**src/design/dms_pkg.sv**
```systemverilog
// Package with constants and types for the debug match sequencer
package dms_pkg;

  // Widths of the watched buses
  localparam int unsigned ADDR_W = 18;
  localparam int unsigned DATA_W = 16;

  // Register offsets on the plain register port
  localparam logic [3:0] OFS_CTRL_ONE  = 4'h0;  // debug_control_one: arm, force trigger
  localparam logic [3:0] OFS_CTRL_TWO  = 4'h1;  // debug_control_two: range mode
  localparam logic [3:0] OFS_COMP_A    = 4'h2;  // comp_a_control_reg
  localparam logic [3:0] OFS_COMP_B    = 4'h3;  // comp_b_control_reg
  localparam logic [3:0] OFS_COMP_C    = 4'h4;  // comp_c control
  localparam logic [3:0] OFS_ADDR_A    = 4'h5;
  localparam logic [3:0] OFS_ADDR_B    = 4'h6;
  localparam logic [3:0] OFS_ADDR_C    = 4'h7;
  localparam logic [3:0] OFS_DATA_A    = 4'h8;  // Comparator A data
  localparam logic [3:0] OFS_MASK_A    = 4'h9;  // Comparator A data mask
  localparam logic [3:0] OFS_STATE_CTL = 4'hA;  // state_control_code per state
  localparam logic [3:0] OFS_TRACE     = 4'hB;  // trace_source_enable, trigger_align_select
  localparam logic [3:0] OFS_STATUS    = 4'hC;  // debug_status_reg (read only)

  // debug_control_one bits
  localparam int unsigned C1_ARM  = 7;
  localparam int unsigned C1_FORCE_TRIGGER = 6;

  // debug_control_two range code
  localparam logic [1:0] RANGE_OFF     = 2'h0;
  localparam logic [1:0] RANGE_INSIDE  = 2'h2;
  localparam logic [1:0] RANGE_OUTSIDE = 2'h3;

  // Comparator control bits
  localparam int unsigned CT_ENABLE = 0;  // comp enable
  localparam int unsigned CT_BRK    = 1;  // breakpoint_on_match
  localparam int unsigned CT_TAG    = 2;
  localparam int unsigned CT_RWE    = 3;  // read_write_check_enable
  localparam int unsigned CT_RW     = 4;  // 1 selects read
  localparam int unsigned CT_SZE    = 5;  // size_check_enable
  localparam int unsigned CT_SZ     = 6;  // size_select: 1 byte, 0 word

  // Trace register bits
  localparam int unsigned TR_SRC   = 0;
  localparam int unsigned TR_ALIGN = 1;

  // Reset values
  localparam logic [7:0]        CTL_RST  = 8'h00;
  localparam logic [ADDR_W-1:0] ADDR_RST = 18'h00000;
  localparam logic [DATA_W-1:0] DATA_RST = 16'h0000;
  localparam logic [11:0]       SCC_RST  = 12'h000;

  // Flag codes of the sequencer (3 bits)
  localparam logic [2:0] SSF_S0 = 3'h0;
  localparam logic [2:0] SSF_S1 = 3'h1;
  localparam logic [2:0] SSF_S2 = 3'h2;
  localparam logic [2:0] SSF_S3 = 3'h3;
  localparam logic [2:0] SSF_FN = 3'h4;

  // Sequencer state, one hot
  typedef enum logic [4:0] {
    ST_IDLE  = 5'b00001,
    ST_ONE   = 5'b00010,
    ST_TWO   = 5'b00100,
    ST_THREE = 5'b01000,
    ST_FINAL = 5'b10000
  } dms_state_t;

endpackage

```
**src/design/dms_top.sv**
```systemverilog
// Debug match sequencer: comparators, priority logic and state sequencer
//
// Contract
// - Size check off: B matches like A/C
// - Size check on: only selected size matches
// - Only the exact stored address matches
// - Range uses A data and A read/write
// - Range uses A tag and A breakpoint
// - Range with tags resolves to words
// - Inside range needs both in cycle
// - Outside range accepts either comparator
// - Forced match steps sequencer and flags
// - Tag on fetch, step on tag hit
// - Force trigger enters Final, breakpoint, trace
// - Priority: trigger, match0, match1, match2
// - Match leading to Final wins, except a match2 suppressed by a range match
// - Range plus C match: match0 wins
// - Arm gives state1; Final exits to state0
// - Each transition updates state flags
// - Breakpoint-on-match channel breaks immediately
// - Breakpoint match passes Final one cycle
// - Final without trace: break, disarm
// - Final with trace: trigger, end disarms
// - Comparators idle in host debug mode
// - Untagged compares bus; tagged ignores qualifiers
`timescale 1ns/1ps
`default_nettype none
module dms_top
  import dms_pkg::*;
(
  input  wire logic              I_CLOCK,       // Bus clock
  input  wire logic              I_RESET_N,     // System reset, active low
  input  wire logic [3:0]        I_REG_ADDR,    // Register index
  input  wire logic [17:0]       I_REG_WDATA,   // Register write data
  input  wire logic              I_REG_WR,      // Write strobe
  input  wire logic              I_REG_RD,      // Read strobe
  input  wire logic              I_BUS_VALID,   // CPU bus cycle present
  input  wire logic [ADDR_W-1:0] I_BUS_ADDR,    // CPU address
  input  wire logic [DATA_W-1:0] I_BUS_DATA,    // CPU data
  input  wire logic              I_BUS_READ,    // 1 read, 0 write
  input  wire logic              I_BUS_BYTE,    // 1 byte, 0 word access
  input  wire logic              I_BUS_FETCH,   // Opcode fetch cycle
  input  wire logic [2:0]        I_TAG_HIT,     // Tag hit per channel from CPU
  input  wire logic              I_HOST_DEBUG,  // host_debug_mode active
  input  wire logic              I_TRACE_DONE,  // Trace session completed
  output logic [17:0]            O_REG_RDATA,   // Read data, cycle after strobe
  output logic                   O_BREAK_REQ,   // Breakpoint request pulse
  output logic                   O_FORCED_BRK,  // Forced breakpoint request pulse
  output logic [2:0]             O_TAG_SET,     // Tag request on fetch per channel
  output logic                   O_TRACE_FORCE_TRIGGER,  // Trigger pulse to trace buffer
  output logic                   O_TRACE_ALIGN, // Trigger alignment to trace buffer
  output logic                   O_ARMED        // Session active
);

  // Reset release synchroniser
  logic rst_meta_ff;  // First stage
  logic rst_n_ff;     // Released reset used by the design

  always_ff @(posedge I_CLOCK or negedge I_RESET_N)
  begin
    if (!I_RESET_N)
    begin
      rst_meta_ff <= 1'b0;
      rst_n_ff    <= 1'b0;
    end
    else
    begin
      rst_meta_ff <= 1'b1;
      rst_n_ff    <= rst_meta_ff;
    end
  end

  // Configuration registers
  logic [7:0]        ctl_ff [3];   // Control of comparators A, B, C
  logic [ADDR_W-1:0] addr_ff [3];  // Stored addresses
  logic [DATA_W-1:0] data_a_ff;    // Comparator A data
  logic [DATA_W-1:0] mask_a_ff;    // Comparator A data mask
  logic [1:0]        range_ff;     // debug_control_two range code
  logic [11:0]       scc_ff;       // state_control_code, 3 bits per state 1..3 plus spare
  logic [1:0]        trace_ff;     // Trace source and alignment
  logic              arm_ff;       // Armed, session active
  logic              force_trigger_ff;      // Force trigger pending
  dms_state_t        state_ff;     // Sequencer state
  logic [2:0]        ssf_ff;       // sequencer_state_flags
  logic              fin_brk_ff;   // Final was entered by a breakpoint match, or forced without trace

  // Write decoding
  function automatic logic wr_hit(input logic [3:0] ofs);
    wr_hit = I_REG_WR && (I_REG_ADDR == ofs);
  endfunction

  // Configuration writes; arm is cleared by the sequencer when disarming
  always_ff @(posedge I_CLOCK or negedge rst_n_ff)
  begin
    if (!rst_n_ff)
    begin
      for (int i = 0; i < 3; i++)
      begin
        ctl_ff[i]  <= CTL_RST;
        addr_ff[i] <= ADDR_RST;
      end
      data_a_ff <= DATA_RST;
      mask_a_ff <= DATA_RST;
      range_ff  <= RANGE_OFF;
      scc_ff    <= SCC_RST;
      trace_ff  <= 2'h0;
    end
    else
    begin
      if (wr_hit(OFS_COMP_A)) ctl_ff[0] <= I_REG_WDATA[7:0];
      if (wr_hit(OFS_COMP_B)) ctl_ff[1] <= I_REG_WDATA[7:0];
      if (wr_hit(OFS_COMP_C)) ctl_ff[2] <= I_REG_WDATA[7:0];
      if (wr_hit(OFS_ADDR_A)) addr_ff[0] <= I_REG_WDATA;
      if (wr_hit(OFS_ADDR_B)) addr_ff[1] <= I_REG_WDATA;
      if (wr_hit(OFS_ADDR_C)) addr_ff[2] <= I_REG_WDATA;
      if (wr_hit(OFS_DATA_A)) data_a_ff <= I_REG_WDATA[15:0];
      if (wr_hit(OFS_MASK_A)) mask_a_ff <= I_REG_WDATA[15:0];
      if (wr_hit(OFS_CTRL_TWO)) range_ff <= I_REG_WDATA[1:0];
      if (wr_hit(OFS_STATE_CTL)) scc_ff <= I_REG_WDATA[11:0];
      if (wr_hit(OFS_TRACE)) trace_ff <= I_REG_WDATA[1:0];
    end
  end

  // Qualification of one comparator against the current bus cycle
  function automatic logic qual(input logic [7:0] ctl, input logic sz_ok);
    logic rw_ok;
    rw_ok = !ctl[CT_RWE] || (ctl[CT_RW] == I_BUS_READ);
    qual  = rw_ok && sz_ok;
  endfunction

  // Comparator hits and range logic
  logic       host_ok;     // Comparators live only outside host debug
  logic       rng_on;      // Range mode active
  logic       lo_hit;      // Address above A
  logic       hi_hit;      // Address below B
  logic       rng_hit;     // Range address condition
  logic       data_ok;     // Comparator A data condition
  logic [2:0] exact;       // Exact address equality per channel
  logic [2:0] force_m;     // Forced matches per match channel
  logic [2:0] tag_m;       // Tagged channel select
  logic [2:0] brk_sel;     // Breakpoint-on-match per match channel
  logic [ADDR_W-1:0] cmp_addr; // Address seen by range compare

  always_comb
  begin
    host_ok = I_BUS_VALID && !I_HOST_DEBUG;
    rng_on  = range_ff != RANGE_OFF;
    data_ok = ((I_BUS_DATA ^ data_a_ff) & mask_a_ff) == DATA_RST;
    // Word resolution for tagged ranges: drop the byte bit
    cmp_addr = I_BUS_ADDR;
    if (ctl_ff[0][CT_TAG])
      cmp_addr[0] = 1'b0;
    // Aligned address decides a straddling word
    lo_hit = cmp_addr > addr_ff[0];
    hi_hit = cmp_addr < addr_ff[1];
    if (range_ff == RANGE_INSIDE)
      rng_hit = lo_hit && hi_hit;
    else
      rng_hit = (cmp_addr < addr_ff[0]) || (cmp_addr > addr_ff[1]);
    for (int i = 0; i < 3; i++)
      exact[i] = I_BUS_ADDR == addr_ff[i];
    // Range uses A's qualifiers, data and tag
    force_m[0] = host_ok && ctl_ff[0][CT_ENABLE] && !ctl_ff[0][CT_TAG] &&
                 (rng_on ? rng_hit : exact[0]) && qual(ctl_ff[0], 1'b1) && data_ok;
    // Size qualification on B
    force_m[1] = host_ok && !rng_on && ctl_ff[1][CT_ENABLE] && !ctl_ff[1][CT_TAG] &&
                 exact[1] &&
                 qual(ctl_ff[1], !ctl_ff[1][CT_SZE] || (ctl_ff[1][CT_SZ] == I_BUS_BYTE));
    force_m[2] = host_ok && ctl_ff[2][CT_ENABLE] && !ctl_ff[2][CT_TAG] &&
                 exact[2] && qual(ctl_ff[2], 1'b1);
    // Tag selection ignores qualifiers
    tag_m[0] = host_ok && I_BUS_FETCH && ctl_ff[0][CT_ENABLE] && ctl_ff[0][CT_TAG] &&
               (rng_on ? rng_hit : exact[0]);
    tag_m[1] = host_ok && I_BUS_FETCH && !rng_on && ctl_ff[1][CT_ENABLE] &&
               ctl_ff[1][CT_TAG] && exact[1];
    tag_m[2] = host_ok && I_BUS_FETCH && ctl_ff[2][CT_ENABLE] && ctl_ff[2][CT_TAG] &&
               exact[2];
    brk_sel = {ctl_ff[2][CT_BRK], ctl_ff[1][CT_BRK] && !rng_on, ctl_ff[0][CT_BRK]};
  end

  // Forced matches registered once; tag hits come later from the CPU
  logic [2:0] force_q_ff;  // Registered forced matches
  logic [2:0] tag_q_ff;    // Registered tag hits
  logic [2:0] tag_set_ff;  // Tag requests toward the instruction queue

  always_ff @(posedge I_CLOCK or negedge rst_n_ff)
  begin
    if (!rst_n_ff)
    begin
      force_q_ff <= 3'h0;
      tag_q_ff   <= 3'h0;
      tag_set_ff <= 3'h0;
    end
    else
    begin
      force_q_ff <= force_m;
      tag_q_ff   <= I_TAG_HIT & {ctl_ff[2][CT_TAG], !rng_on && ctl_ff[1][CT_TAG],
                                 ctl_ff[0][CT_TAG]} & {3{!I_HOST_DEBUG}};
      tag_set_ff <= tag_m;
    end
  end

  // Channel events, with range suppression of match2
  logic [2:0] ev;          // Events per channel
  logic [2:0] nxt_code [3];// Next state code per channel
  logic [2:0] code_cur;    // state_control_code of current state
  logic       ev_win_ok;   // Some event selected
  logic [2:0] win_code;    // Selected next state code
  logic       win_brk;     // Winner has breakpoint-on-match

  // Next code for a channel event from the current state's control
  function automatic logic [2:0] code_of(input logic [2:0] sc, input int ch);
    code_of = sc[ch] ? SSF_FN : (sc == 3'h0 ? SSF_S0 : (ch == 0 ? SSF_S2 :
              (ch == 1 ? SSF_S3 : SSF_S1)));
  endfunction

  always_comb
  begin
    ev = force_q_ff | tag_q_ff;
    if (rng_on && ev[0])
      ev[2] = 1'b0;
    case (state_ff)
      ST_ONE:   code_cur = scc_ff[2:0];
      ST_TWO:   code_cur = scc_ff[5:3];
      ST_THREE: code_cur = scc_ff[8:6];
      default:  code_cur = 3'h0;
    endcase
    for (int i = 0; i < 3; i++)
      nxt_code[i] = code_of(code_cur, i);
    ev_win_ok = 1'b0;
    win_code  = SSF_S0;
    win_brk   = 1'b0;
    // Final-bound matches first then lowest channel
    for (int i = 2; i >= 0; i--)
      if (ev[i] && !(ev_win_ok && win_code == SSF_FN && nxt_code[i] != SSF_FN))
      begin
        ev_win_ok = 1'b1;
        win_code  = nxt_code[i];
        win_brk   = brk_sel[i];
      end
    for (int i = 2; i >= 0; i--)
      if (ev[i] && nxt_code[i] == SSF_FN)
      begin
        win_code = SSF_FN;
        win_brk  = brk_sel[i];
      end
  end

  // Sequencer with arm and force trigger
  logic force_trigger_wr;   // Software force trigger write
  logic arm_wr;    // Software arm write
  logic trace_run_ff;  // Trace session running after Final

  assign force_trigger_wr = wr_hit(OFS_CTRL_ONE) && I_REG_WDATA[C1_FORCE_TRIGGER];
  assign arm_wr  = wr_hit(OFS_CTRL_ONE);

  always_ff @(posedge I_CLOCK or negedge rst_n_ff)
  begin
    if (!rst_n_ff)
    begin
      state_ff     <= ST_IDLE;
      ssf_ff       <= SSF_S0;
      arm_ff       <= 1'b0;
      force_trigger_ff      <= 1'b0;
      fin_brk_ff   <= 1'b0;
      trace_run_ff <= 1'b0;
    end
    else
    begin
      force_trigger_ff <= 1'b0;
      if (force_trigger_wr)
      begin
        // Immediate trigger wins over everything
        state_ff   <= ST_FINAL;
        ssf_ff     <= SSF_FN;
        arm_ff     <= 1'b1;
        force_trigger_ff    <= 1'b1;
        // With trace on, Final holds until the session ends
        fin_brk_ff <= !trace_ff[TR_SRC];
      end
      else if (arm_wr && !I_REG_WDATA[C1_ARM])
      begin
        state_ff <= ST_IDLE;
        ssf_ff   <= SSF_S0;
        arm_ff   <= 1'b0;
        trace_run_ff <= 1'b0;
      end
      else if (arm_wr && state_ff == ST_IDLE)
      begin
        state_ff <= ST_ONE;
        ssf_ff   <= SSF_S1;
        arm_ff   <= 1'b1;
      end
      else
        case (state_ff)
          ST_ONE, ST_TWO, ST_THREE:
          begin
            if (ev_win_ok)
            begin
              ssf_ff <= win_code;
              case (win_code)
                SSF_S1:  state_ff <= ST_ONE;
                SSF_S2:  state_ff <= ST_TWO;
                SSF_S3:  state_ff <= ST_THREE;
                SSF_FN:  state_ff <= ST_FINAL;
                default: state_ff <= state_ff;
              endcase
              if (win_code == SSF_S0)
              begin
                ssf_ff   <= ssf_ff;
              end
              fin_brk_ff <= win_brk;
            end
          end
          ST_FINAL:
          begin
            // Breakpoint end or no trace: one cycle then state0
            if (fin_brk_ff || !trace_ff[TR_SRC] || (trace_run_ff && I_TRACE_DONE))
            begin
              state_ff     <= ST_IDLE;
              ssf_ff       <= SSF_S0;
              arm_ff       <= 1'b0;
              trace_run_ff <= 1'b0;
            end
            else
              trace_run_ff <= 1'b1;
          end
          default:
          begin
            state_ff <= ST_IDLE;  // Disarmed ignores matches
            ssf_ff   <= SSF_S0;
          end
        endcase
    end
  end

  // Breakpoint, trace trigger and read data outputs
  always_ff @(posedge I_CLOCK or negedge rst_n_ff)
  begin
    if (!rst_n_ff)
    begin
      O_BREAK_REQ   <= 1'b0;
      O_FORCED_BRK  <= 1'b0;
      O_TAG_SET     <= 3'h0;
      O_TRACE_FORCE_TRIGGER  <= 1'b0;
      O_TRACE_ALIGN <= 1'b0;
      O_ARMED       <= 1'b0;
      O_REG_RDATA   <= 18'h00000;
    end
    else
    begin
      // Immediate channel breakpoints, even when disarmed
      O_BREAK_REQ  <= |(ev & brk_sel) ||
                      (state_ff == ST_FINAL && trace_ff[TR_SRC] && trace_run_ff &&
                       I_TRACE_DONE);
      O_FORCED_BRK <= force_trigger_ff || (state_ff == ST_FINAL && !trace_ff[TR_SRC] &&
                      !fin_brk_ff);
      O_TAG_SET    <= tag_set_ff;
      // Trace trigger once on entering Final
      O_TRACE_FORCE_TRIGGER <= state_ff == ST_FINAL && !trace_run_ff && trace_ff[TR_SRC];
      O_TRACE_ALIGN <= trace_ff[TR_ALIGN];
      O_ARMED      <= arm_ff;
      O_REG_RDATA  <= 18'h00000;
      if (I_REG_RD)
        case (I_REG_ADDR)
          OFS_CTRL_ONE:  O_REG_RDATA <= {10'h000, arm_ff, 7'h00};
          OFS_CTRL_TWO:  O_REG_RDATA <= {16'h0000, range_ff};
          OFS_COMP_A:    O_REG_RDATA <= {10'h000, ctl_ff[0]};
          OFS_COMP_B:    O_REG_RDATA <= {10'h000, ctl_ff[1]};
          OFS_COMP_C:    O_REG_RDATA <= {10'h000, ctl_ff[2]};
          OFS_ADDR_A:    O_REG_RDATA <= addr_ff[0];
          OFS_ADDR_B:    O_REG_RDATA <= addr_ff[1];
          OFS_ADDR_C:    O_REG_RDATA <= addr_ff[2];
          OFS_DATA_A:    O_REG_RDATA <= {2'h0, data_a_ff};
          OFS_MASK_A:    O_REG_RDATA <= {2'h0, mask_a_ff};
          OFS_STATE_CTL: O_REG_RDATA <= {6'h00, scc_ff};
          OFS_TRACE:     O_REG_RDATA <= {16'h0000, trace_ff};
          OFS_STATUS:    O_REG_RDATA <= {15'h0000, ssf_ff};
          default:       O_REG_RDATA <= 18'h00000;
        endcase
    end
  end

  // Forced match reaches the sequencer two cycles after the bus cycle
  AST_FORCE_STEP: assert property (@(posedge I_CLOCK) disable iff (!rst_n_ff)
    (force_m[0] && !rng_on && state_ff == ST_ONE && !I_REG_WR && !I_HOST_DEBUG)
      |=> ##1 (state_ff != ST_ONE || $past(code_cur) == 3'h0 ||
               $past(nxt_code[0]) == SSF_S1))
    else $error("Forced match did not step sequencer");

  AST_FORCE_TRIGGER_FINAL: assert property (@(posedge I_CLOCK) disable iff (!rst_n_ff)
    force_trigger_wr |=> (state_ff == ST_FINAL && ssf_ff == SSF_FN) ##1 O_FORCED_BRK)
    else $error("Force trigger did not reach Final with break");

  AST_ARM_ONE: assert property (@(posedge I_CLOCK) disable iff (!rst_n_ff)
    (arm_wr && I_REG_WDATA[C1_ARM] && !force_trigger_wr && state_ff == ST_IDLE)
      |=> state_ff == ST_ONE && ssf_ff == SSF_S1)
    else $error("Arm did not enter state1");

  AST_FINAL_EXIT: assert property (@(posedge I_CLOCK) disable iff (!rst_n_ff)
    (state_ff == ST_FINAL && !force_trigger_wr && !arm_wr) |=> state_ff inside {ST_FINAL, ST_IDLE})
    else $error("Final left to a state other than state0");

  AST_BRK_FINAL: assert property (@(posedge I_CLOCK) disable iff (!rst_n_ff)
    (state_ff == ST_FINAL && fin_brk_ff && !force_trigger_wr && !arm_wr) |=> state_ff == ST_IDLE)
    else $error("Breakpoint end stayed in Final");

  AST_NO_TRACE: assert property (@(posedge I_CLOCK) disable iff (!rst_n_ff)
    (state_ff == ST_FINAL && !trace_ff[TR_SRC] && !force_trigger_wr && !arm_wr) |=> !arm_ff)
    else $error("Final without trace did not disarm");

  AST_HOST_QUIET: assert property (@(posedge I_CLOCK) disable iff (!rst_n_ff)
    I_HOST_DEBUG |-> force_m == 3'h0 && tag_m == 3'h0)
    else $error("Comparator active in host debug mode");

  AST_SIZE_B: assert property (@(posedge I_CLOCK) disable iff (!rst_n_ff)
    (ctl_ff[1][CT_SZE] && ctl_ff[1][CT_SZ] != I_BUS_BYTE) |-> !force_m[1])
    else $error("Comparator B matched wrong size");

  AST_RANGE_C: assert property (@(posedge I_CLOCK) disable iff (!rst_n_ff)
    (rng_on && force_q_ff[0]) |-> !ev[2])
    else $error("Match2 not suppressed by range match");

  AST_FLAGS: assert property (@(posedge I_CLOCK) disable iff (!rst_n_ff)
    (state_ff == ST_IDLE) == (ssf_ff == SSF_S0))
    else $error("State flags disagree with sequencer");

endmodule
`default_nettype wire

```
**config.mk**
```make
export PLATFORM = sky130hd
export DESIGN_NAME = dms_top
export DESIGN_NICKNAME = d
export VERILOG_FILES = /design/src/design/dms_pkg.sv /design/src/design/dms_top.sv
export SDC_FILE = /design/constraint.sdc
export NUM_CORES = 1
export LEC_CHECK = 0
export ABC_AREA = 1
export BUFFER_PORTS_ARGS = -buffer_cell sky130_fd_sc_hd__clkbuf_2
export CAP_MARGIN = 20
export CORE_UTILIZATION = 59
export CTS_CLUSTER_DIAMETER = 80
export DETAILED_ROUTE_END_ITERATION = 8
export PLACE_DENSITY = 0.85
export SLEW_MARGIN = 0
export SYNTH_ARGS = -nofsm -noshare
export SYNTH_HDL_FRONTEND = slang
export SYNTH_SLANG_ARGS = --single-unit
```
**constraint.sdc**
```tcl
create_clock -name I_CLOCK -period 5.95 [get_ports I_CLOCK]
set_clock_uncertainty 0.1 [all_clocks]
set_input_delay 0.595 -clock I_CLOCK [delete_from_list [all_inputs] [get_ports I_CLOCK]]
set_output_delay 0.595 -clock I_CLOCK [all_outputs]
set_load 0.03 [all_outputs]
```
==> out/qor.txt, run 1 <==
via count: 8407
Clock Power Share: 0.328
Switching Fraction: 0.3217
Die X-Extent: 125.3 um
run status: finished with violations
CTS H-tree depth: 4
CP Capture Type: flip-flop
placed instance area: 9575 um2
Final Max Slew Viols: 0
Die Footprint: 15710 um2
LEAKAGE: 5.116 nW
cell-internal power: 2.231 mW
Layout area overhead: 13.89%
CTS tree: done
Synth Area in XOR/XNOR: 0.008783
DRT Pass-1 Iters: 9
adder-cell share of the synthesized area: 0.05019
crit path cell chain: clkbuf_2 > nor2_1 > inv_1 > nor2_2 > nand2_1 > o21ai_0
combinational power share: 0.197
final instance count without filler cells: 1377
setup bufs post-CTS: 0
gpl congestion: 0.9788
Worst slew margin: 0.2715
Synth Cell Area: 8975 um2
Max-Cap Viols: 0
worst-path maximum fanout: 32
Cell variety after synth: 44
layout cells sized above 1: 0.1484
largest family of logic cells by synthesized area: simple AND/OR/NAND/NOR gates
Fin Setup TNS: 0 ps
Largest stage delay, worst path: 810 ps
complex-gate fraction of the synthesized area: 0.1667
DRC violations left: 6
CTS Buffer Depth: 2
Clock Tree Root: clkbuf_16
RSZ-0062 raised after global routing: no
part of the power in registers: 0.476
Tightest Pin Transition: 1090 ps
antenna cells: 0
DPL Wire Length: 18870 um
fin crit period: 2876 ps
post-synthesis mux area share: 0
Syn Area/Cell: 8.219 um2
Die Y: 125.3 um
CTS Buf Count: 17
violated checks: design-rule violations
synthesis-stage register bit count: 175
most frequent cells in the layout: nand2_1 (289), dfrtp_1 (173), o21ai_0 (146)
Layout Nets: 1285
Cells after Synth: 1092
DRT Wirelength: 26530 um
CP arrival: 3090 ps
Post-Syn Nets: 1197
# rows: 44
number of global-route vias before repair: 7888
# fillers: 1158
CP required: 6160 ps
Gates resized, CTS repair: 0
YS warnings: 0
Initial Utilization: 0.6106
EDFF count, synth: 0
Final Hold Viols: 0
1st-iter DRT viols: 1049
Worst Setup Start Kind: input port
first-pass GRT wire length: 41230 um
Psw: 1.059 mW
worst min-delay path class: flip-flop to asynchronous set/reset pin
Worst Hold Slack: 177.8 ps
total clock sinks: 175
GRT overflow: 0
period utilisation layout: 0.4833
Setup CP Type: input port to flip-flop
CP top delay family: simple AND/OR/NAND/NOR gates
worst skew pair latency: 430 ps
largest net degree at the start of global routing: 83
port bufs: 94
WL/cell: 19.26 um
sum of buffers and inverters on the critical path: 2
Primary FF master, synth: dfrtp_1
fmax: 347.7 MHz
# IOs: 95
Core Footprint: 14700 um2
clock slew at the register clock pins of the worst setup and hold paths: 60 ps
ANT nets after route: 0
Total GRT Usage: 0.3479
# setup viols final: 0
simple-gate area share of the yosys netlist: 0.2190
commonest non-fill, non-tap cell in the layout: nand2_1
final core utilization: 0.6954
vias per inst: 6.105
Post-synth ARST share: 1.000
peak supply drop: 0.0002582 V
register area share after synthesis: 0.4881
antenna violations before repair: 0
slowest cell on the critical path: nand2_1
post-route cell area: 10220 um2
Power Dens Cells: 321.9 nW/um2
placed cell count: 1341
==> cells in the mapped netlist, drive strengths merged, types with 3 or more instances <==
master | instances | area share
o21a | 3 | 0.0025
nand3 | 37 | 0.023
clkbuf | 29 | 0.012
a31o | 3 | 0.0029
o22ai | 14 | 0.0098
a31oi | 3 | 0.0021
o2111ai | 6 | 0.0059
o21ai | 158 | 0.088
a41oi | 4 | 0.0039
a221oi | 21 | 0.020
nand4 | 20 | 0.014
a211oi | 3 | 0.0025
xnor2 | 3 | 0.0029
a21oi | 32 | 0.018
dfrtp | 174 | 0.49
nand2 | 297 | 0.13
or2 | 10 | 0.0070
nor4 | 7 | 0.0049
nor3 | 5 | 0.0028
ha | 36 | 0.050
xor2 | 6 | 0.0059
nor2 | 76 | 0.039
inv | 127 | 0.053
==> flip-flops by register name (all words and copies together) (netlist names), 3 cells and up <==
| signal | count |
|---|---|
| mask_a_ff | 16 |
| ctl_ff | 22 |
| tag_set_ff | 3 |
| O_TAG_SET | 3 |
| scc_ff | 12 |
| force_q_ff | 3 |
| ssf_ff | 3 |
| tag_q_ff | 3 |
| addr_ff | 54 |
| data_a_ff | 16 |
| O_REG_RDATA | 18 |
| state_ff | 5 |
==> path summary, 6_finish.rpt <==
path / depth (start not counted) / start / slack [ps] / end
max: 6 / I_REG_ADDR[1] / 3070 / data_a_ff[3]
min: 0 / rst_n_ff / 180 / data_a_ff[11]
max reg2reg: 10 / addr_ff[45] / 3630 / force_q_ff[0]
min reg2reg: 0 / rst_n_ff / 180 / data_a_ff[11]
max in group asynchronous: 2 / rst_n_ff / 4430 / ctl_ff[3]
min in group I_CLOCK: 2 / I_HOST_DEBUG / 240 / tag_q_ff[0]
==> cells by family after synthesis <==
logic type | Yosys count
other cells | 1
compound gates | 259
xor+xnor | 9
buf+inv | 159
fa+ha+maj | 36
simple gates | 453
flops | 175
==> worst register-to-register path, cell delays in order (launching register included) <==
cell and delay, ps:
dfrtp_1 400, inv_1 60, ha_1 320, nand2_1 90
nor2_1 170, nand4_1 90, o311ai_0 520, nand3_1 170
nand2_1 90, nand3_1 100, nor2_1 130
==> metrics by stage <==
step           setup WS (ps)  power, mW
2_1_floorplan          614.4      1.957
3_3_place_gp            2845      2.160
3_5_place_dp            2812      2.193
4_1_cts                 3181      3.262
5_1_grt                 2936      3.441
6_report                3074      3.290
==> metal layers <==
| layer | routed length [um] | share of wire | vias to the layer above | track usage |
|---|---|---|---|---|
| met5 | 0 | 0 | - | 0 |
| met1 | 10440 | 0.39 | 3935 | 0.4677 |
| li1 | - | - | 3821 | - |
| met2 | 11990 | 0.45 | 568 | 0.5205 |
| met4 | 952 | 0.036 | 0 | 0.1585 |
| met3 | 3144 | 0.12 | 83 | 0.1057 |
==> layout make-up <==
class / count / area [um2] / area share
multi-input combinational: 758 / 3995 / 0.3909
clock buffer: 24 / 481.7 / 0.04713
timing repair buffer: 100 / 570.5 / 0.05582
sequential: 175 / 4384 / 0.4289
tap: 184 / 230.2 / 0.02252
inverter: 128 / 480.5 / 0.04701
clock inverter: 8 / 78.83 / 0.007712
==> power groups by stage <==
stage	registers (mW)	logic, mW	clock network [mW]
finish	1.56	0.647	1.08
detailed placement	1.57	0.621	0
CTS	1.55	0.630	1.08
floorplan	1.55	0.403	0
global placement	1.57	0.594	0
global route	1.58	0.727	1.13
==> repair_timing <==
item | in CTS | in global routing
hold endpoints to repair | 2 | 0
hold buffers | 1 | 0
endpoints found under the setup margin | 0 | 0
Note: power is estimated with default switching activity, not from simulation.
==> inputs of run 2 (changes only) <==
--- a/config.mk
+++ b/config.mk
@@ -5,13 +5,13 @@
 export SDC_FILE = /design/constraint.sdc
 export NUM_CORES = 1
 export LEC_CHECK = 0
-export ABC_AREA = 1
+export ABC_AREA = 0
 export BUFFER_PORTS_ARGS = -buffer_cell sky130_fd_sc_hd__clkbuf_2
 export CAP_MARGIN = 20
-export CORE_UTILIZATION = 59
+export CORE_UTILIZATION = 54
 export CTS_CLUSTER_DIAMETER = 80
 export DETAILED_ROUTE_END_ITERATION = 8
-export PLACE_DENSITY = 0.85
+export PLACE_DENSITY = 0.82
 export SLEW_MARGIN = 0
 export SYNTH_ARGS = -nofsm -noshare
 export SYNTH_HDL_FRONTEND = slang
==> constraint.sdc (replaced) <==
create_clock -name I_CLOCK -period 2.4 [get_ports I_CLOCK]
set_clock_uncertainty 0.1 [all_clocks]
set_input_delay 0.24 -clock I_CLOCK [delete_from_list [all_inputs] [get_ports I_CLOCK]]
set_output_delay 0.24 -clock I_CLOCK [all_outputs]
set_load 0.03 [all_outputs]
==> run 2 against run 1 <==
Net effect: the run now ends clean; non-clock buffer count up 50; final cell count down 15%; clock-buffer cell count down 7; largest cell class is now multi-input gates.
==> out/qor.txt, run 2 <==
worst r2r path cells: 8
DRC violations left: 0
# rows: 47
fin crit period: 2396 ps
run status: complete, no violations
YS warnings: 0
biggest regs: addr_ff (54), ctl_ff (22), O_REG_RDATA (18)
first-pass GRT wire length: 40630 um
dpl ws: 40.17 ps
Core Footprint: 16520 um2
CP Capture Type: flip-flop
Worst Slack Setup Final: 4.224 ps
WL/cell: 22.52 um
1st-iter DRT viols: 1047
worst r2r src: state_ff[1]
Cell variety after synth: 76
post-synthesis mux area share: 0.1508
CTS Buffer Depth: 2
Die Footprint: 17390 um2
fmax: 417.4 MHz
# fillers: 1197
multi-input logic area: 4487 um2
worst min-delay path class: input port to flip-flop
Die X-Extent: 131.9 um
ANT nets after route: 0
Final Hold Viols: 0
via count: 7556
EDFF count, synth: 0
Power Dens Cells: 801.0 nW/um2
Biggest register: addr_ff
Max-Cap Viols: 0
cell taking the most area after synthesis: dfrtp_1
clock slew at the register clock pins of the worst setup and hold paths: 70 ps
vias per inst: 6.442
register area share after synthesis: 0.4809
worst-path maximum fanout: 7
Layout Nets: 1045
layout cells sized above 1: 0.3442
gpl congestion: 0.9696
complex-gate fraction of the synthesized area: 0.1346
CTS H-tree depth: 4
Psw: 2.829 mW
DPL Wire Length: 18850 um
end of the critical path: ssf_ff[1]
largest family of logic cells by synthesized area: multiplexers
cell-internal power: 5.881 mW
FF-to-FF setup slack: 4 ps
CTS tree: done
Primary FF master, synth: dfrtp_1
CP arrival: 2640 ps
antenna cells: 0
simple-gate area share of the yosys netlist: 0.1111
max reg flops: 54
adder-cell share of the synthesized area: 0.04945
Total GRT Usage: 0.3107
final core utilization: 0.6581
Die Y: 131.9 um
Cells after Synth: 799
CP startpoint: state_ff[1]
final instance count without filler cells: 1173
Clock Power Share: 0.322
top cell type's share of synthesized area: 0.4780
synth top area cells: dfrtp_1 (48%), mux2_2 (14%), ha_1 (4.9%), xor2_1 (3.3%), a22oi_1 (2.6%)
period utilisation layout: 0.9982
antenna violations before repair: 0
largest net degree at the start of global routing: 46
DRT Pass-1 Iters: 8
GRT overflow: 0
dominant cell by count in the synthesized netlist: dfrtp_1
number of global-route vias before repair: 7262
Switching Fraction: 0.3248
Post-synth ARST share: 1.000
DRT Wirelength: 26420 um
combinational power share: 0.214
RSZ-0062 raised after global routing: yes
Initial Utilization: 0.5512
peak supply drop: 0.0005685 V
CTS Buf Count: 17
port bufs: 94
Worst slew margin: 0.6302
# setup viols final: 0
Layout area overhead: 19.38%
Setup CP Type: flip-flop to flip-flop
Post-synth top cells: dfrtp_1 (174), mux2_2 (116), nand2_1 (54)
worst r2r dst: ssf_ff[1]
worst skew pair latency: 450 ps
CP required: 2640 ps
LEAKAGE: 5.054 nW
Worst Setup Start Kind: flip-flop
most frequent cells in the layout: dfrtp_1 (170), mux2_2 (116), clkbuf_2 (94)
total area of sequential cells: 4388 um2
Tightest Pin Transition: 552.6 ps
Post-Syn Nets: 904
placed cell count: 1129
Synth Area in XOR/XNOR: 0.03942
part of the power in registers: 0.463
Syn Area/Cell: 11.40 um2
total clock sinks: 175
Final Max Slew Viols: 0
commonest non-fill, non-tap cell in the layout: dfrtp_1
Clock Tree Root: clkbuf_16
# IOs: 95
Synth Cell Area: 9109 um2
synthesis-stage register bit count: 175
-- run 2: cell count changes after synthesis, sizes merged, moves of 13 or more --
cell,change
nand2,-243
o21ai,-133
mux2,+119
inv,-84
nor2,-46
a22oi,+32
xor2,+28
nand3,-25
nor3,+17
clkbuf,-16
a31oi,+13
-- run 2: worst min-delay path by stage --
stage,start,slack [ps],to,cells after the start
floorplan,I_RESET_N,-160,rst_meta_ff,0
global route,I_RESET_N,20,rst_n_ff,2
global placement,I_RESET_N,-70,rst_meta_ff,1
detailed placement,I_RESET_N,-70,rst_meta_ff,1
CTS,I_RESET_N,9,rst_n_ff,2
finish,I_REG_WDATA[9],1,addr_ff[9],2
-- run 2: metal layers --
| metal | up-vias | global-route usage | share of wire |
|---|---|---|---|
| met1 | 3685 | 0.4137 | 0.40 |
| li1 | 3255 | - | - |
| met4 | 0 | 0.1376 | 0.043 |
| met2 | 508 | 0.4932 | 0.46 |
| met5 | - | 0 | 0 |
| met3 | 108 | 0.06305 | 0.093 |
-- run 2: final cells by class --
type                       instances  area share
multi-input combinational        553      0.4126
sequential                       175      0.4035
tap                              220     0.02531
clock buffer                      17     0.03912
clock inverter                    15     0.01565
inverter                          43     0.01484
timing repair buffer             150     0.08894
-- run 2: kinds of logic after synthesis --
family / after synthesis
muxes: 122
AOI/OAI and AO/OA: 169
xor gates and xnor gates: 41
adders and majority gates: 36
DFF: 175
buffers and inverters: 71
and+or+nand+nor: 184
other: 1
-- run 2: stage by stage --
step	power (mW)	hold WS (ps)	cell area, um2	setup TNS (ps)
after floorplan	5.125	-155.6	9112	0
after global placement	5.751	-74.37	10100	0
after detailed placement	5.835	-72.44	10100	0
after CTS	8.641	8.574	10780	0
after global routing	9.064	15.61	10870	-235.0
final	8.710	1.313	10870	0
-- run 2: worst max-delay path, cell delays in order, from the launching register on --
cell,delay [ps]
dfrtp_2,460
buf_6,140
and4bb_2,250
o31ai_4,340
mux2_4,240
nor3_2,40
or3_4,430
nand2b_4,90
a21bo_1,200
-- run 2: power by group through the flow --
stage	Sequential [mW]	Combinational, mW	Clock [mW]
finish	4.03	1.87	2.81
floorplan	3.96	1.16	0
global route	4.08	2.04	2.94
global placement	4.03	1.72	0
CTS	4.01	1.82	2.81
detailed placement	4.06	1.78	0
-- run 2: repair_timing --
item | CTS | global route
endpoints found under the hold margin | 15 | 0
pin swaps | 0 | 11
setup endpoints to repair | 2 | 7
hold buffers | 9 | 0
buffers inserted | 0 | 3
gates resized for setup | 1 | 17
==> inputs of run 3 (changes only) <==
--- a/config.mk
+++ b/config.mk
@@ -11,7 +11,7 @@
 export CORE_UTILIZATION = 54
 export CTS_CLUSTER_DIAMETER = 80
 export DETAILED_ROUTE_END_ITERATION = 8
-export PLACE_DENSITY = 0.82
+export PLACE_DENSITY = 0.84
 export SLEW_MARGIN = 0
 export SYNTH_ARGS = -nofsm -noshare
 export SYNTH_HDL_FRONTEND = slang
==> run 3 against run 2 <==
Net effect: wire length is 1.4% lower; clock power is 6% lower; critical path type unchanged; largest power group unchanged; non-clock buffer count is 3 higher; largest cell class unchanged; via count is 3.5% lower; critical endpoint unchanged; combinational power hardly changed; worst setup slack better by 61 ps; power is 1.9% lower; design area is 0.40% lower; register-to-register slack better by 60 ps; final cell count is 0.26% higher; the flow now finishes with violations (design-rule violations).
==> out/qor.txt, run 3 (same netlist as run 2, synthesis figures left out) <==
run status: finished with violations
violated checks: design-rule violations
Layout Nets: 1048
Worst Slack Setup Final: 64.80 ps
Fin Setup TNS: 0 ps
worst r2r dst: ssf_ff[1]
CTS tree: done
crit path cell chain: and4bb_2 > o31ai_4 > or2_2 > nor4b_2 > or3_1 > nand2b_2 > a21bo_1
Power Dens Cells: 789.0 nW/um2
Worst Hold Slack: 16.03 ps
gpl congestion: 0.9753
DRT Pass-1 Iters: 9
ANT nets after route: 0
worst min-delay path class: input port to flip-flop
via count: 7294
CTS Buffer Depth: 2
CP Capture Type: flip-flop
cell-internal power: 5.867 mW
total stage count of the critical path: 7
Die Footprint: 17390 um2
Max-Cap Viols: 0
max reg flops: 54
slowest cell on the critical path: dfrtp_2
antenna cells: 0
worst skew pair latency: 430 ps
most frequent cells in the layout: dfrtp_1 (170), mux2_2 (116), clkbuf_2 (94)
clock slew at the register clock pins of the worst setup and hold paths: 60 ps
layout cells sized above 1: 0.3452
Largest stage delay, worst path: 450 ps
Psw: 2.678 mW
RSZ-0062 raised after global routing: no
first-pass GRT wire length: 41100 um
WL/cell: 22.14 um
Biggest register: addr_ff
# setup viols final: 0
Final Hold Viols: 0
CP arrival: 2560 ps
Core Footprint: 16520 um2
sum of buffers and inverters on the critical path: 0
Tightest Pin Transition: 544.4 ps
Layout area overhead: 18.90%
vias per inst: 6.202
Setup CP Type: flip-flop to flip-flop
number of global-route vias before repair: 7472
Worst slew margin: 0.6361
DPL Wire Length: 18980 um
fmax: 428.2 MHz
antenna violations before repair: 0
DRC violations left: 2
worst r2r path cells: 7
biggest regs: addr_ff (54), ctl_ff (22), O_REG_RDATA (18)
period utilisation layout: 0.9730
total clock sinks: 175
CTS Buf Count: 17
1st-iter DRT viols: 819
Switching Fraction: 0.3134
# rows: 47
FF-to-FF setup slack: 60 ps
worst r2r src: state_ff[3]
Die Y: 131.9 um
CTS H-tree depth: 4
CP required: 2620 ps
Clock Power Share: 0.308
Die X-Extent: 131.9 um
commonest non-fill, non-tap cell in the layout: dfrtp_1
Total GRT Usage: 0.3132
Clock Tree Root: clkbuf_16
Pwr Total: 8.545 mW
combinational power share: 0.219
fin crit period: 2335 ps
part of the power in registers: 0.473
worst-path maximum fanout: 8
largest net degree at the start of global routing: 91
# IOs: 95
# fillers: 1234
port bufs: 94
GRT overflow: 0
DRT Wirelength: 26040 um
Hold Crit Start: I_REG_WDATA[8]
Worst Setup Start Kind: flip-flop
LEAKAGE: 5.043 nW
peak supply drop: 0.0006003 V
Hold Path End: data_a_ff[8]
dpl ws: -71.71 ps
hold depth: 2
CP top delay family: simple AND/OR/NAND/NOR gates
Initial Utilization: 0.5512
Final Max Slew Viols: 0
## run 3: cell count changes in the layout (fill, tap and decap cells not counted), moves of 2 or more
cell,delta
nor3_2,-3
buf_12,-2
nor3_1,+2
clkinvlp_4,+2
clkinv_2,+3
inv_8,-6
buf_4,+6
## run 3: repair_timing
item                       CTS  global route
buffers inserted             0             3
hold endpoints to repair    15             0
gates resized for setup      4            13
hold buffers                 9             0
setup endpoints to repair    3             7
pin swaps                    1             8
## run 3: cell type report
cell class,count,area (um2),area share
Clock buffer,19,442.9,0.04090
Clock inverter,13,116.4,0.01074
Inverter,43,161.4,0.01490
Multi-Input combinational cell,553,4486,0.4142
Sequential cell,175,4388,0.4052
Tap cell,220,275.3,0.02542
Timing Repair Buffer,153,960.9,0.08872
## run 3: worst max-delay path by stage
stage / start / to / slack [ps]
floorplan: addr_ff[20] / force_q_ff[0] / 230
CTS: state_ff[3] / ssf_ff[0] / 0.7
global route: state_ff[2] / ssf_ff[1] / 1
finish: state_ff[3] / ssf_ff[1] / 60
detailed placement: I_BUS_ADDR[2] / tag_set_ff[0] / -70
global placement: I_BUS_ADDR[2] / tag_set_ff[0] / 40
## run 3: stage by stage
stage                     instance area [um2]  std cells  utilization
after floorplan                          9112        799            -
after global placement                  10090       1132       0.6109
after global routing                    10830       1176       0.6554
after detailed placement                10090       1132       0.6109
after CTS                               10760       1173       0.6510
final                                   10830       1176       0.6554
## run 3: layer usage
metal | wire length [um] | track usage | vias to the layer above
li1 | - | - | 3260
met4 | 1024 | 0.1434 | 0
met2 | 11840 | 0.4782 | 401
met3 | 2373 | 0.07728 | 82
met1 | 10800 | 0.4228 | 3551
met5 | 0 | 0 | -
## run 3: power by group through the flow
stage / clock, mW / sequential [mW] / combinational, mW
finish: 2.63 / 4.04 / 1.87
global route: 2.79 / 4.10 / 2.06
CTS: 2.66 / 4.02 / 1.82
detailed placement: 0 / 4.06 / 1.78
global placement: 0 / 4.03 / 1.74
floorplan: 0 / 3.96 / 1.16
